$ cat src/design/e1_perf_cfg.svh
/*
  Offsets, counter widths, reset values and timing figures for the E1 performance monitor.
  Assumes inclusion by its bare name from the package and the error counter module.
*/
`ifndef E1_PERF_CFG_SVH
`define E1_PERF_CFG_SVH

// register offsets on the parallel port
`define OFS_VIOL_HIGH 8'h00
`define OFS_VIOL_LOW 8'h01
`define OFS_CRC_FAS_HIGH 8'h02
`define OFS_CRC_LOW 8'h03
`define OFS_EBIT_FAS 8'h04
`define OFS_EBIT_LOW 8'h05
`define OFS_IRQ_MASK 8'h17

// reset values
`define MASK_RESET 8'h00
`define READ_IDLE 8'h00

// counter widths
`define VIOL_W 16
`define CRC_W 10
`define EBIT_W 10
`define ALIGN_W 12

// interval timing, in ns, and the clock period
`define CLK_PERIOD_NS 10
`define LONG_INTERVAL_NS 1000000000
`define SHORT_INTERVAL_NS 62500000

`endif

$ cat src/design/e1_perf_pkg.sv
/*
  Types shared by the E1 performance monitor modules.
  Assumes e1_perf_cfg.svh is on the include path.
*/
package e1_perf_pkg;
  `include "e1_perf_cfg.svh"

  // error events from the receive framer and decoder, one cycle each
  typedef struct packed {
    logic pulse_pos;
    logic pulse_neg;
    logic hdb3_subst;
    logic crc_error;
    logic ebit_seen;
    logic ebit_value;
    logic align_error;
  } line_events_s;

  // receive sync state, levels
  typedef struct packed {
    logic receive_sync_loss;
    logic fas_search;
    logic cas_search;
    logic crc_search;
  } sync_state_s;

  // ctrl_one and ctrl_two bits that steer this block
  typedef struct packed {
    logic period_short;
    logic count_code_viol;
    logic hdb3_enable;
  } perf_ctrl_s;

  typedef enum logic [1:0] {
    POL_NONE,
    POL_POS,
    POL_NEG
  } polarity_e;
endpackage : e1_perf_pkg

$ cat src/design/sat_counter.sv
/*
  Saturating event counter with restart on interval boundary.
  Assumes a one-cycle count pulse and a one-cycle restart strobe on the same clock.
*/
`timescale 1ns/1ns
module sat_counter #(
  parameter int WIDTH = 10
) (
  // clock and reset
  input wire logic i_clock,
  input wire logic i_rst,
  // control
  input wire logic i_count,
  input wire logic i_restart,
  // value
  output logic [WIDTH-1:0] o_value
);
  logic [WIDTH-1:0] count_ff;
  logic [WIDTH-1:0] nxt_count;

  always_comb begin
    nxt_count = count_ff;
    if (i_restart) begin
      // the boundary event itself opens the new interval
      nxt_count = i_count ? {{(WIDTH-1){1'b0}}, 1'b1} : '0;
    end else if (i_count && (count_ff != {WIDTH{1'b1}})) begin
      nxt_count = count_ff + 1'b1;
    end
  end

  always_ff @(posedge i_clock) begin
    if (i_rst) begin
      count_ff <= '0;
    end else begin
      count_ff <= nxt_count;
    end
  end

  assign o_value = count_ff;
endmodule : sat_counter

$ cat src/design/e1_error_counters_irq_mask.sv
/*
  E1 error counters, interval latches and status_two interrupt mask for one framer.
  Assumes line events and sync state come from the receive framer on i_clock
  (the recovered line clock); the host port signals are already synchronous.
*/
// How it works
// - eight-bit mask enables status_two interrupts
// - counts latch each one-second or 62.5 ms interval
// - counters saturate, never wrap
// - violation count high at 0x00, low at 0x01
// - mode 0 counts bipolar violations
// - hdb3 substitution violations not counted when hdb3 enabled
// - mode 1 counts code violations
// - violations counted always, saturate at 65535
// - crc count bits split across 0x02/0x03
// - crc and ebit halt on fas/crc loss
// - count received ebit zeros in multiframe
// - ebit count bits split across 0x04/0x05
// - align count upper six bits of 0x02/0x04
// - align count halts on sync loss/search
// - interval flag once per second or 62.5 ms
`timescale 1ns/1ns
`include "e1_perf_cfg.svh"
module e1_error_counters_irq_mask #(
  parameter int LONG_CYCLES = `LONG_INTERVAL_NS / `CLK_PERIOD_NS,
  parameter int SHORT_CYCLES = `SHORT_INTERVAL_NS / `CLK_PERIOD_NS
) (
  // clock and reset
  input wire logic i_clock,
  input wire logic i_rst,
  // receive framer side
  input wire e1_perf_pkg::line_events_s i_events,
  input wire e1_perf_pkg::sync_state_s i_sync,
  input wire e1_perf_pkg::perf_ctrl_s i_ctrl,
  // host port
  input wire logic i_rd,
  input wire logic i_wr,
  input wire logic [7:0] i_addr,
  input wire logic [7:0] i_wdata,
  output logic [7:0] o_rdata,
  // status
  output logic o_interval_timer_flag,
  output logic [7:0] o_status_two_irq_mask
);
  localparam int TW = $clog2(LONG_CYCLES + 1);

  logic [TW-1:0] timer_ff;
  logic [TW-1:0] nxt_timer;
  logic tick_ff;
  logic nxt_tick;
  logic [7:0] mask_ff;
  logic [7:0] nxt_mask;
  logic [7:0] rdata_ff;
  logic [7:0] nxt_rdata;
  e1_perf_pkg::polarity_e last_pol_ff;
  e1_perf_pkg::polarity_e nxt_last_pol;
  e1_perf_pkg::polarity_e last_bpv_ff;
  e1_perf_pkg::polarity_e nxt_last_bpv;
  logic [`VIOL_W-1:0] viol_lat_ff;
  logic [`VIOL_W-1:0] nxt_viol_lat;
  logic [`CRC_W-1:0] crc_lat_ff;
  logic [`CRC_W-1:0] nxt_crc_lat;
  logic [`EBIT_W-1:0] ebit_lat_ff;
  logic [`EBIT_W-1:0] nxt_ebit_lat;
  logic [`ALIGN_W-1:0] align_lat_ff;
  logic [`ALIGN_W-1:0] nxt_align_lat;

  logic [`VIOL_W-1:0] viol_run;
  logic [`CRC_W-1:0] crc_run;
  logic [`EBIT_W-1:0] ebit_run;
  logic [`ALIGN_W-1:0] align_run;
  logic viol_inc;
  logic crc_inc;
  logic ebit_inc;
  logic align_inc;
  logic mark;
  e1_perf_pkg::polarity_e mark_pol;
  logic bpv;

  // polarity match, shared by the bipolar and code violation tests
  function automatic logic same_pol(input e1_perf_pkg::polarity_e a,
      input e1_perf_pkg::polarity_e b);
    same_pol = (a != e1_perf_pkg::POL_NONE) && (a == b);
  endfunction : same_pol

  // crc and ebit share one halt; cas loss alone leaves them running
  function automatic logic mf_counting(input e1_perf_pkg::sync_state_s s);
    mf_counting = !s.fas_search && !s.crc_search;
  endfunction : mf_counting

  // alignment errors need the framer settled on every level
  function automatic logic align_counting(input e1_perf_pkg::sync_state_s s);
    align_counting = !s.receive_sync_loss && mf_counting(s) && !s.cas_search;
  endfunction : align_counting

  // shared bytes: six bits of one count above two bits of another
  function automatic logic [7:0] join_bytes(input logic [5:0] up, input logic [1:0] lo);
    join_bytes = {up, lo};
  endfunction : join_bytes

  // interval timer
  always_comb begin
    nxt_tick = 1'b0;
    nxt_timer = timer_ff + 1'b1;
    if (timer_ff >= TW'(i_ctrl.period_short ? SHORT_CYCLES - 1 : LONG_CYCLES - 1)) begin
      nxt_timer = '0;
      nxt_tick = 1'b1;
    end
  end

  always_ff @(posedge i_clock) begin
    if (i_rst) begin
      timer_ff <= '0;
      tick_ff <= 1'b0;
    end else begin
      timer_ff <= nxt_timer;
      tick_ff <= nxt_tick;
    end
  end

  // violation detection
  always_comb begin
    mark = i_events.pulse_pos | i_events.pulse_neg;
    mark_pol = i_events.pulse_pos ? e1_perf_pkg::POL_POS : e1_perf_pkg::POL_NEG;
    // two marks in a row with the same polarity
    bpv = mark && same_pol(last_pol_ff, mark_pol);
    nxt_last_pol = mark ? mark_pol : last_pol_ff;
    nxt_last_bpv = last_bpv_ff;
    viol_inc = 1'b0;
    if (!i_ctrl.count_code_viol) begin
      // substitution violations are intentional
      viol_inc = bpv && !(i_ctrl.hdb3_enable && i_events.hdb3_subst);
    end else if (bpv) begin
      // code violation: this violation has the polarity of the previous one
      viol_inc = same_pol(last_bpv_ff, mark_pol);
      nxt_last_bpv = mark_pol;
    end
  end

  always_ff @(posedge i_clock) begin
    if (i_rst) begin
      last_pol_ff <= e1_perf_pkg::POL_NONE;
      last_bpv_ff <= e1_perf_pkg::POL_NONE;
    end else begin
      last_pol_ff <= nxt_last_pol;
      last_bpv_ff <= nxt_last_bpv;
    end
  end

  // counting qualifiers
  always_comb begin
    // violations ignore sync state
    crc_inc = i_events.crc_error && mf_counting(i_sync);
    ebit_inc = i_events.ebit_seen && !i_events.ebit_value
      && mf_counting(i_sync);
    align_inc = i_events.align_error && align_counting(i_sync);
  end

  // running counters, saturating, restarted at each boundary
  sat_counter #(.WIDTH(`VIOL_W)) u_viol (
    .i_clock(i_clock),
    .i_rst(i_rst),
    .i_count(viol_inc),
    .i_restart(tick_ff),
    .o_value(viol_run)
  );

  sat_counter #(.WIDTH(`CRC_W)) u_crc (
    .i_clock(i_clock),
    .i_rst(i_rst),
    .i_count(crc_inc),
    .i_restart(tick_ff),
    .o_value(crc_run)
  );

  sat_counter #(.WIDTH(`EBIT_W)) u_ebit (
    .i_clock(i_clock),
    .i_rst(i_rst),
    .i_count(ebit_inc),
    .i_restart(tick_ff),
    .o_value(ebit_run)
  );

  sat_counter #(.WIDTH(`ALIGN_W)) u_align (
    .i_clock(i_clock),
    .i_rst(i_rst),
    .i_count(align_inc),
    .i_restart(tick_ff),
    .o_value(align_run)
  );

  // latches: host sees the previous interval; overwritten at the next one
  always_comb begin
    nxt_viol_lat = viol_lat_ff;
    nxt_crc_lat = crc_lat_ff;
    nxt_ebit_lat = ebit_lat_ff;
    nxt_align_lat = align_lat_ff;
    if (tick_ff) begin
      nxt_viol_lat = viol_run;
      nxt_crc_lat = crc_run;
      nxt_ebit_lat = ebit_run;
      nxt_align_lat = align_run;
    end
  end

  always_ff @(posedge i_clock) begin
    if (i_rst) begin
      viol_lat_ff <= '0;
      crc_lat_ff <= '0;
      ebit_lat_ff <= '0;
      align_lat_ff <= '0;
    end else begin
      viol_lat_ff <= nxt_viol_lat;
      crc_lat_ff <= nxt_crc_lat;
      ebit_lat_ff <= nxt_ebit_lat;
      align_lat_ff <= nxt_align_lat;
    end
  end

  // host port: mask write, registered read data
  always_comb begin
    nxt_mask = mask_ff;
    if (i_wr && (i_addr == `OFS_IRQ_MASK)) begin
      nxt_mask = i_wdata;
    end
    nxt_rdata = `READ_IDLE;
    if (i_rd) begin
      unique case (i_addr)
        `OFS_VIOL_HIGH: nxt_rdata = viol_lat_ff[15:8];
        `OFS_VIOL_LOW: nxt_rdata = viol_lat_ff[7:0];
        `OFS_CRC_FAS_HIGH: nxt_rdata = join_bytes(align_lat_ff[11:6], crc_lat_ff[9:8]);
        `OFS_CRC_LOW: nxt_rdata = crc_lat_ff[7:0];
        `OFS_EBIT_FAS: nxt_rdata = join_bytes(align_lat_ff[5:0], ebit_lat_ff[9:8]);
        `OFS_EBIT_LOW: nxt_rdata = ebit_lat_ff[7:0];
        `OFS_IRQ_MASK: nxt_rdata = mask_ff;
        default: nxt_rdata = `READ_IDLE;
      endcase
    end
  end

  always_ff @(posedge i_clock) begin
    if (i_rst) begin
      mask_ff <= `MASK_RESET;
      rdata_ff <= `READ_IDLE;
    end else begin
      mask_ff <= nxt_mask;
      rdata_ff <= nxt_rdata;
    end
  end

  assign o_rdata = rdata_ff;
  assign o_interval_timer_flag = tick_ff;
  assign o_status_two_irq_mask = mask_ff;
endmodule : e1_error_counters_irq_mask

$ cat config.mk
export PLATFORM = sky130hd
export DESIGN_NAME = e1_error_counters_irq_mask
export DESIGN_NICKNAME = d
export VERILOG_FILES = /design/src/design/e1_perf_pkg.sv /design/src/design/sat_counter.sv /design/src/design/e1_error_counters_irq_mask.sv
export VERILOG_INCLUDE_DIRS = /design/src /design/src/design
export SDC_FILE = /design/constraint.sdc
export NUM_CORES = 1
export LEC_CHECK = 0
export BUFFER_PORTS_ARGS = -buffer_cell sky130_fd_sc_hd__buf_4
export CORE_ASPECT_RATIO = 0.8
export CORE_MARGIN = 2
export CORE_UTILIZATION = 54
export CTS_BUF_LIST = sky130_fd_sc_hd__clkbuf_16
export CTS_CLUSTER_DIAMETER = 200
export DETAILED_ROUTE_END_ITERATION = 7
export MAX_ROUTING_LAYER = met4
export PLACE_DENSITY = 0.85
export SYNTH_ARGS = -nofsm -noshare
export SYNTH_HDL_FRONTEND = slang
export SYNTH_SLANG_ARGS = --single-unit
$ cat constraint.sdc
create_clock -name i_clock -period 3.94 [get_ports i_clock]
set_clock_uncertainty 0.05 [all_clocks]
set_input_delay 0.591 -clock i_clock [delete_from_list [all_inputs] [get_ports i_clock]]
set_output_delay 0.591 -clock i_clock [all_outputs]
set_load 0.03 [all_outputs]
* After elaboration in Yosys (flattened, before gate mapping)
Cells that the tools add are included.
W data, S select, Z words.
** Storage, ports and cells
- Bits in registers :: 144
- Input port bits :: 34
- Output and inout port bits :: 17
- Logic and storage cells :: 85
** Operators by class
- $add $sub $neg :: 5
- $lt $le $gt $ge :: 1
- Equality and inequality tests :: 12
- Mux-type cells :: 18
- Bitwise gates (word level) :: 2
- Reductions and logical operators :: 33
** Operators with widths (count)
- $pmux W8 S7 :: 1
- $mux W10 :: 4
- $mux W16 :: 2
- $add A27 B1 Y27 const B :: 1
- $ge A27 B27 Y1 :: 1
- $mux W27 :: 1
- $mux W12 :: 2
- $add A10 B1 Y10 const B :: 2
- $ne A10 B10 Y1 const B :: 2
- $logic_and A1 B1 Y1 :: 17
- $add A16 B1 Y16 const B :: 1
- $eq A8 B2 Y1 const B :: 2
- $eq A8 B3 Y1 const B :: 2
- $ne A16 B16 Y1 const B :: 1
- $add A12 B1 Y12 const B :: 1
- $ne A12 B12 Y1 const B :: 1
- $reduce_bool A2 Y1 :: 6
- $eq A8 B1 Y1 const B :: 1
- $eq A8 B5 Y1 const B :: 1
- $logic_not A8 Y1 :: 1
- $mux W1 :: 7
- $logic_not A1 Y1 :: 6
- $eq A2 B2 Y1 :: 2
- $reduce_or A2 Y1 :: 2
- other kinds (4) :: 4

* Logic depth before layout (Yosys ltp)
Gate-level depths: netlist of the first run.
- Depth in word-level cells :: 9
- Mapped depth :: 8
- Gate-level depth less buffers :: 7

* Cells and area by module
A second synthesis of the first run with hierarchy kept.
** Second synthesis, totals
- Cells, all modules :: 781
- Area, all modules :: 6929.1 um^2
** By module, submodules not included
- e1_error_counters_irq_mask :: instances 1, cells each 489, area an instance 4409.2 um^2, seq. area each 1921.8 um^2
- sat_counter (u_crc ...) :: instances 2, cells each 58, area an instance 511.7 um^2, seq. area each 200.2 um^2
- sat_counter (u_viol) :: instances 1, cells each 99, area an instance 840.8 um^2, seq. area each 320.3 um^2
- sat_counter (u_align) :: instances 1, cells each 77, area an instance 655.6 um^2, seq. area each 240.2 um^2

* Worst setup path after synthesis of the first run
OpenSTA, ideal clock, no wires.
- Path type :: input to register
- Start :: input port i_ctrl[2] in the netlist's numbering
- End :: register timer_ff[10]
- Setup time :: 0.065 ns
- Arrival :: 2.247 ns
- Setup slack :: 1.578 ns
- Stages :: 8
- Path buffers :: 1
- Path through :: inv_1 -> ha_1 -> a311o_1 -> a41o_1 -> a21oi_1 -> nand4b_1 -> clkbuf_1 -> nor2_1
** On the way
- Longest elaborated chain between the ends :: 3
** RTL lines
- start: declaration :: RTL line e1_error_counters_irq_mask.sv:34 : input wire e1_perf_pkg::perf_ctrl_s i_ctrl,
- $mux W27 :: RTL line e1_error_counters_irq_mask.sv:105 : if (timer_ff >= TW'(i_ctrl.period_short ? SHORT_CYCLES - 1 : LONG_CYCLES - 1)) begin
- $ge A27 B27 Y1 :: RTL line e1_error_counters_irq_mask.sv:105
- $reduce_or A2 Y1 (no source line)
- end signal: assignment :: RTL line e1_error_counters_irq_mask.sv:116 : timer_ff <= nxt_timer;
- end: declaration :: RTL line e1_error_counters_irq_mask.sv:47 : logic [TW-1:0] timer_ff;
No other way between the ends.
A chain may end at the register's enable or synchronous reset.

* Final worst setup path of the first run
- Start :: input port i_ctrl[2] in the netlist's numbering
- End :: register timer_ff[17]
Same word-level chain as after synthesis.

==> results.md, run 1 <==
* Status: finished, final reports clean
* FMAX at 390 MHz
* Maximum vdd drop at 0.312 mV
* Post-CTS Resized at 0
* Cell taking the most area after synthesis: dfxtp_1
* Clock slew at reported path FFs at 60 ps
* Post-route ant nets at 0
* Initial DRT Pass Iterations at 5
* Clock sink count at 144
* Final Hold Viols at 0
* Post-Syn Nets at 782
* Synth top area cells: dfxtp_1 (44%), mux2i_1 (8.0%), nor2_1 (6.4%), ha_1 (4.0%), nand2_1 (3.6%)
* WS Path Type: in2reg
* CTS tree: built
* Initial DRC Count at 602
* R2R depth at 7
* #FFs+latches synth at 144
* RR Endpoint: timer_ff[17]$_SDFF_PP0_
* Post-CTS Setup Inserts at 0
* DR vias at 5,516
* Core area at 12,100 um^2
* Pwr dens at 435 nW/um^2
* Area grow syn2layout at 17.2%
* Most frequent cells after synthesis: dfxtp_1 (144), nor2_1 (112), nand2_1 (64)
* Htree depth at 4
* Cells after Synth at 727
* Total Wirelength at 15,300 um
* Worst slew margin at 24.7%
* Die W at 128 um
* # IOs at 51
* Num CTS Buffers at 17
* Unique masters post-synth at 58
* HPWL Detailed at 10,200 um
* Height of the die at 103 um
* Skew-Pair Late Insertion Delay at 420 ps
* Fin util at 64.1%
* Die ar. at 13,100 um^2
* Largest net degree at the start of global routing at 72
* Worst Path Arrival at 2870 ps
* Fin. max-slew vios at 0
* Post-synth ARST share at 0%
* Initial antenna violation count at 0
* Remaining DRCs at 0
* Tot GR Track Use at 25.1%
* Antenna Cells at 0
* Vias in the first global route at 5,009
* First-pass GRT wire length at 25,200 um
* Post-synth EDFFs at 0
* Final setup TNS at 0 ps
* Worst setup SP type: input pin
* RSZ-0062 raised after global routing: false
* FF-to-FF Start: timer_ff[17]$_SDFF_PP0_
* Synth Flop Type: dfxtp_1
* Count leader, synth: dfxtp_1
* Hold WC Path Type: in2reg
* Post-Syn Area at 6600 um^2
* Min-delay src: i_ctrl[1]
* DR vias/cell at 5.89
* Worst Hold End: last_bpv_ff[1]$_SDFFE_PP0P_
* CTS Buffer Depth at 2
* Syn. warnings at 0
* Yosys top cell area share at 43.7%
* Final min period at 2560 ps
* Congestion Overflow GR at 0
* Max cap viols at 0
* Number of hold buffers added after CTS at 0
* Worst EP required at 4250 ps
* Critical path peak fanout at 16
* Mean post-synth cell area at 9.08 um^2
* WL/cell at 16.3 um
* Row count at 36
* Hold path depth at 2
* Slew at the pin closest to its max-slew limit at 1120 ps
* Post-synthesis sequential area ratio at 43.7%
* Layout cells sized above 1 at 13.8%
* RePlAce Congestion at 0.868
* # nets final at 826
* Flop-to-flop setup slack at 1450 ps
* # setup viols final at 0
* CP endpoint kind: flip-flop
* Port-buffer cells at 50
* Lkg Pwr at 2.73 nW
* Starting Density at 54.7%
* Clk root buf: clkbuf_16
* Tcrit/Tclk final at 65.0%
stage by stage:
step	setup WS [ps]	total power [mW]	instance area (um^2)	instances	hold WS, ps
2_1_floorplan	1580	1.56	6600	727	381
3_3_place_gp	994	1.61	7080	904	406
3_5_place_dp	941	1.61	7080	904	419
4_1_cts	1360	3.37	7730	936	328
5_1_grt	1190	3.46	7730	936	348
6_report	1380	3.36	7730	936	338
critical path, cell delays in order:
cell and delay, ps:
buf_4 160, inv_1 130, ha_1 330, a311o_1 270, a41o_1 230, a21oi_1 200
nand4b_1 450, buf_4 380, nor2_1 130
registers in the layout (all words and copies together), names as in the netlist:
| signal | count |
|---|---|
| timer_ff | 27 |
| u_viol.o_value | 16 |
| viol_lat_ff | 16 |
| align_lat_ff | 12 |
| u_align.o_value | 12 |
| crc_lat_ff | 10 |
| ebit_lat_ff | 10 |
| u_crc.o_value | 10 |
| u_ebit.o_value | 10 |
| o_rdata | 8 |
| o_status_two_irq_mask | 8 |
| last_bpv_ff | 2 |
| last_pol_ff | 2 |
| o_interval_timer_flag | 1 |
where the power goes:
group | switching [mW] | internal, mW | leakage [nW] | total, mW
clock | 0.655 | 1.13 | 0.320 | 1.79
combinational | 0.0627 | 0.0438 | 1.25 | 0.107
sequential | 0.00750 | 1.46 | 1.16 | 1.47
cell type report:
class                           instances  area (um^2)
Clock buffer                           17          425
Clock inverter                         15          231
Fill cell                             931         4340
Inverter                                7         26.3
Multi-Input combinational cell        546         3560
Sequential cell                       144         2880
Tap cell                              152          190
Timing Repair Buffer                   55          413
worst max path at each step:
| stage | start | end | cells past startpoint |
|---|---|---|---|
| final | i_ctrl[2] | timer_ff[17]$_SDFF_PP0_ | 9 |
| after global routing | i_ctrl[2] | timer_ff[19]$_SDFF_PP0_ | 9 |
| after global placement | i_ctrl[2] | timer_ff[14]$_SDFF_PP0_ | 9 |
| after CTS | i_ctrl[2] | timer_ff[17]$_SDFF_PP0_ | 9 |
| after floorplan | i_ctrl[2] | timer_ff[10]$_SDFF_PP0_ | 8 |
| after detailed placement | i_ctrl[2] | timer_ff[22]$_SDFF_PP0_ | 9 |
cells by family (layout without fill, tap and decap cells):
group	after synthesis	in the layout	share of synthesized area, %
buffers and inverters	37	94	2.33
DFF	144	144	43.7
adders and majority gates	21	21	3.98
xor gates and xnor gates	38	38	5.04
AOI/OAI and AO/OA	101	101	9.59
muxes	61	61	10.8
and+or+nand+nor	325	325	24.6
cells in the final DEF (no fill, tap or decap), types with 5 or more instances in the layout:
cell	instances
nor4_1	10
buf_4	55
clkbuf_16	17
nor3b_1	5
nor2_1	112
dfxtp_1	143
a21oi_1	40
a22oi_1	7
nand3_1	40
o31ai_1	6
nor3_1	17
nand2_1	64
ha_1	21
inv_1	7
or3_1	12
mux4_2	8
a31oi_1	11
nand4_1	23
mux2i_1	53
and4_1	8
or4_1	7
nor2b_1	5
o21ai_0	13
bufinv_16	5
xor2_1	21
xnor2_1	17
per-layer routing:
metal  routed length, um  vias to the layer above  GRT usage [%]
met3                 883                       13           6.80
met5                   0                        -              -
li1                    -                     2726              -
met1                7260                     2620           33.9
met4                 119                        0           6.00
met2                6990                      157           37.7
Note: power is estimated with default switching activity, not from simulation.
==> run 2: changes to the inputs <==
clock period = 2.38 ns   (was 3.94 ns; I/O delays follow)
==> results.md, run 2 (synthesis gave the netlist of run 1 again) <==
* Status: finished, final reports clean
* Die W at 128 um (unchanged)
* Height of the die at 103 um (unchanged)
* Htree depth at 4 (unchanged)
* Met1 usage in global routing at 34.4% (+0.54 points)
* Largest net degree at the start of global routing at 58 (-19%)
* Post-route ant nets at 0 (unchanged)
* Final min period at 2150 ps
* Max reg flops at 27 (unchanged)
* Skew-Pair Late Insertion Delay at 420 ps (about the same)
* Tot GR Track Use at 25.3% (+0.27 points)
* Remaining DRCs at 0 (unchanged)
* Commonest non-fill, non-tap cells in the layout: dfxtp_1 (143), nor2_1 (112), buf_4 (67)
* Tcrit/Tclk final at 90.2%
* Hold WC Path Type: in2reg
* GRT met3 Usage at 5.45% (-1.3 points)
* Dpl cell area at 7170 um^2 (+1.3%)
* CP top delay family: simple AND/OR/NAND/NOR gates
* Initial antenna violation count at 0 (unchanged)
* DR vias/cell at 5.91 (+0.27%)
* Largest reg by FF count: timer_ff
* Clock slew at reported path FFs at 60 ps (about the same)
* Worst slew margin at 56.9% (+32 points)
* Clock sink count at 144 (unchanged)
* Max cap viols at 0 (unchanged)
* Starting Density at 54.7% (unchanged)
* Slowest stage delay, CP at 530 ps (+80 ps)
* Fin cells at 947 (+1.2%)
* Num CTS Buffers at 17 (unchanged)
* CP Cell Sequence: ha_1, nand3_1, or2_1, or4_1, a21oi_1
* Slew at the pin closest to its max-slew limit at 643 ps (-477 ps)
* Layout cells sized above 1 at 14.7% (+0.94 points)
* Flop-to-flop setup slack at 230 ps (-1220 ps)
* CP endpoint kind: flip-flop
* Core area at 12,100 um^2 (unchanged)
* # IOs at 51 (unchanged)
* Slowest cell on crit path: or4_1
* CTS tree: built
* Worst setup SP type: flip-flop
* Die ar. at 13,100 um^2 (unchanged)
* Number of hold buffers added after CTS at 0 (unchanged)
* Row count at 36 (unchanged)
* Antenna Cells at 0 (unchanged)
* GRT met2 Usage at 37.7% (-0.041 points)
* Post-CTS Resized at 0 (unchanged)
* Final setup TNS at 0 ps (unchanged)
* RePlAce Congestion at 0.887 (+2.2%)
* Critical path peak fanout at 7 (-9)
* Maximum vdd drop at 0.524 mV (+68%)
* HPWL Detailed at 10,300 um (+1.2%)
* Pwr dens at 706 nW/um^2 (+62%)
* FMAX at 466 MHz
* Initial DRC Count at 519 (-14%)
* First-pass GRT wire length at 25,500 um (+1.1%)
* GRT Max-Usage Layer: met2
* Fin area at 7800 um^2 (+0.94%)
* Lkg Pwr at 2.79 nW (+2.2%)
* WL/cell at 16.2 um (-0.71%)
* Worst Path Arrival at 2440 ps (-430 ps)
* CTS Buffer Depth at 2 (unchanged)
* # nets final at 838 (+1.5%)
* Port-buffer cells at 50 (unchanged)
* Post-CTS Setup Inserts at 0 (unchanged)
* # setup viols final at 0 (unchanged)
* Clk root buf: clkbuf_16
* Worst EP required at 2670 ps (-1580 ps)
* Area grow syn2layout at 18.3%
* WS Path Type: reg2reg
* Vias in the first global route at 5,130 (+2.4%)
* Leading cell type in the layout, fill and taps excluded: dfxtp_1
* Buf/Inv on CP at 0 (-3)
* RSZ-0062 raised after global routing: false
* Fin util at 64.7% (+0.60 points)
* Total Wirelength at 15,300 um (+0.45%)
* Congestion Overflow GR at 0 (unchanged)
* Initial DRT Pass Iterations at 6 (+1)
* Fin. max-slew vios at 0 (unchanged)
* Inst Count DP at 916 (+1.3%)
* DR vias at 5,596 (+1.5%)
* Number of fill cells at 942 (+1.2%)
* Final Hold Viols at 0 (unchanged)
run 2: cell count changes in the layout (fill, tap and decap cells not counted):
| cell | delta |
|---|---|
| buf_4 | +12 |
| clkinv_2 | -1 |
| inv_8 | -1 |
| clkinv_4 | -2 |
| inv_6 | +1 |
| inv_1 | +2 |
run 2: per-stage QoR:
stage | setup WS (ps) | hold slack, ps | power (mW)
final | 233 | 101 | 5.51
after global routing | 59.7 | 120 | 5.68
after CTS | 244 | 96.6 | 5.53
after detailed placement | 114 | 404 | 2.67
after global placement | 195 | 402 | 2.66
after floorplan | 252 | 381 | 2.59
run 2: worst reg2reg max path: stages, from the launching register on:
cell and delay, ps:
dfxtp_1 460, ha_1 260, nand3_1 220, or2_1 340
or4_1 530, a21oi_1 200
run 2: cell type report:
cell class	instances	area, um^2	area share, %
clock buffers	17	425	5.45
clock inverters	14	214	2.74
inverters	7	26.3	0.337
multi-input cells	546	3560	45.6
flip-flops and latches	144	2880	37.0
well taps	152	190	2.44
repair buffers	67	503	6.44
run 2: worst paths after layout:
check                                                       end                            from  cells after the start
worst max-delay path            u_viol.o_value[12]$_SDFFE_PP0P_  u_viol.o_value[0]$_SDFFE_PP0P_                      5
worst min-delay path                last_pol_ff[1]$_SDFFE_PP0P_                     i_events[6]                      2
worst max register to register  u_viol.o_value[12]$_SDFFE_PP0P_  u_viol.o_value[0]$_SDFFE_PP0P_                      5
worst min register to register           timer_ff[0]$_SDFF_PP0_          timer_ff[0]$_SDFF_PP0_                      1
run 2: power breakdown:
| part | switching, mW | internal (mW) | total, mW |
|---|---|---|---|
| sequential | 0.0122 | 2.42 | 2.43 |
| combinational | 0.105 | 0.0779 | 0.183 |
| clock | 1.04 | 1.86 | 2.90 |
run 2: per-layer routing:
layer / routed length (um) / vias up / part of all wire, %
met4: 278 / 0 / 1.8
met5: 0 / - / 0
met3: 1000 / 26 / 6.5
met2: 7010 / 194 / 46
met1: 7030 / 2634 / 46
li1: - / 2742 / -
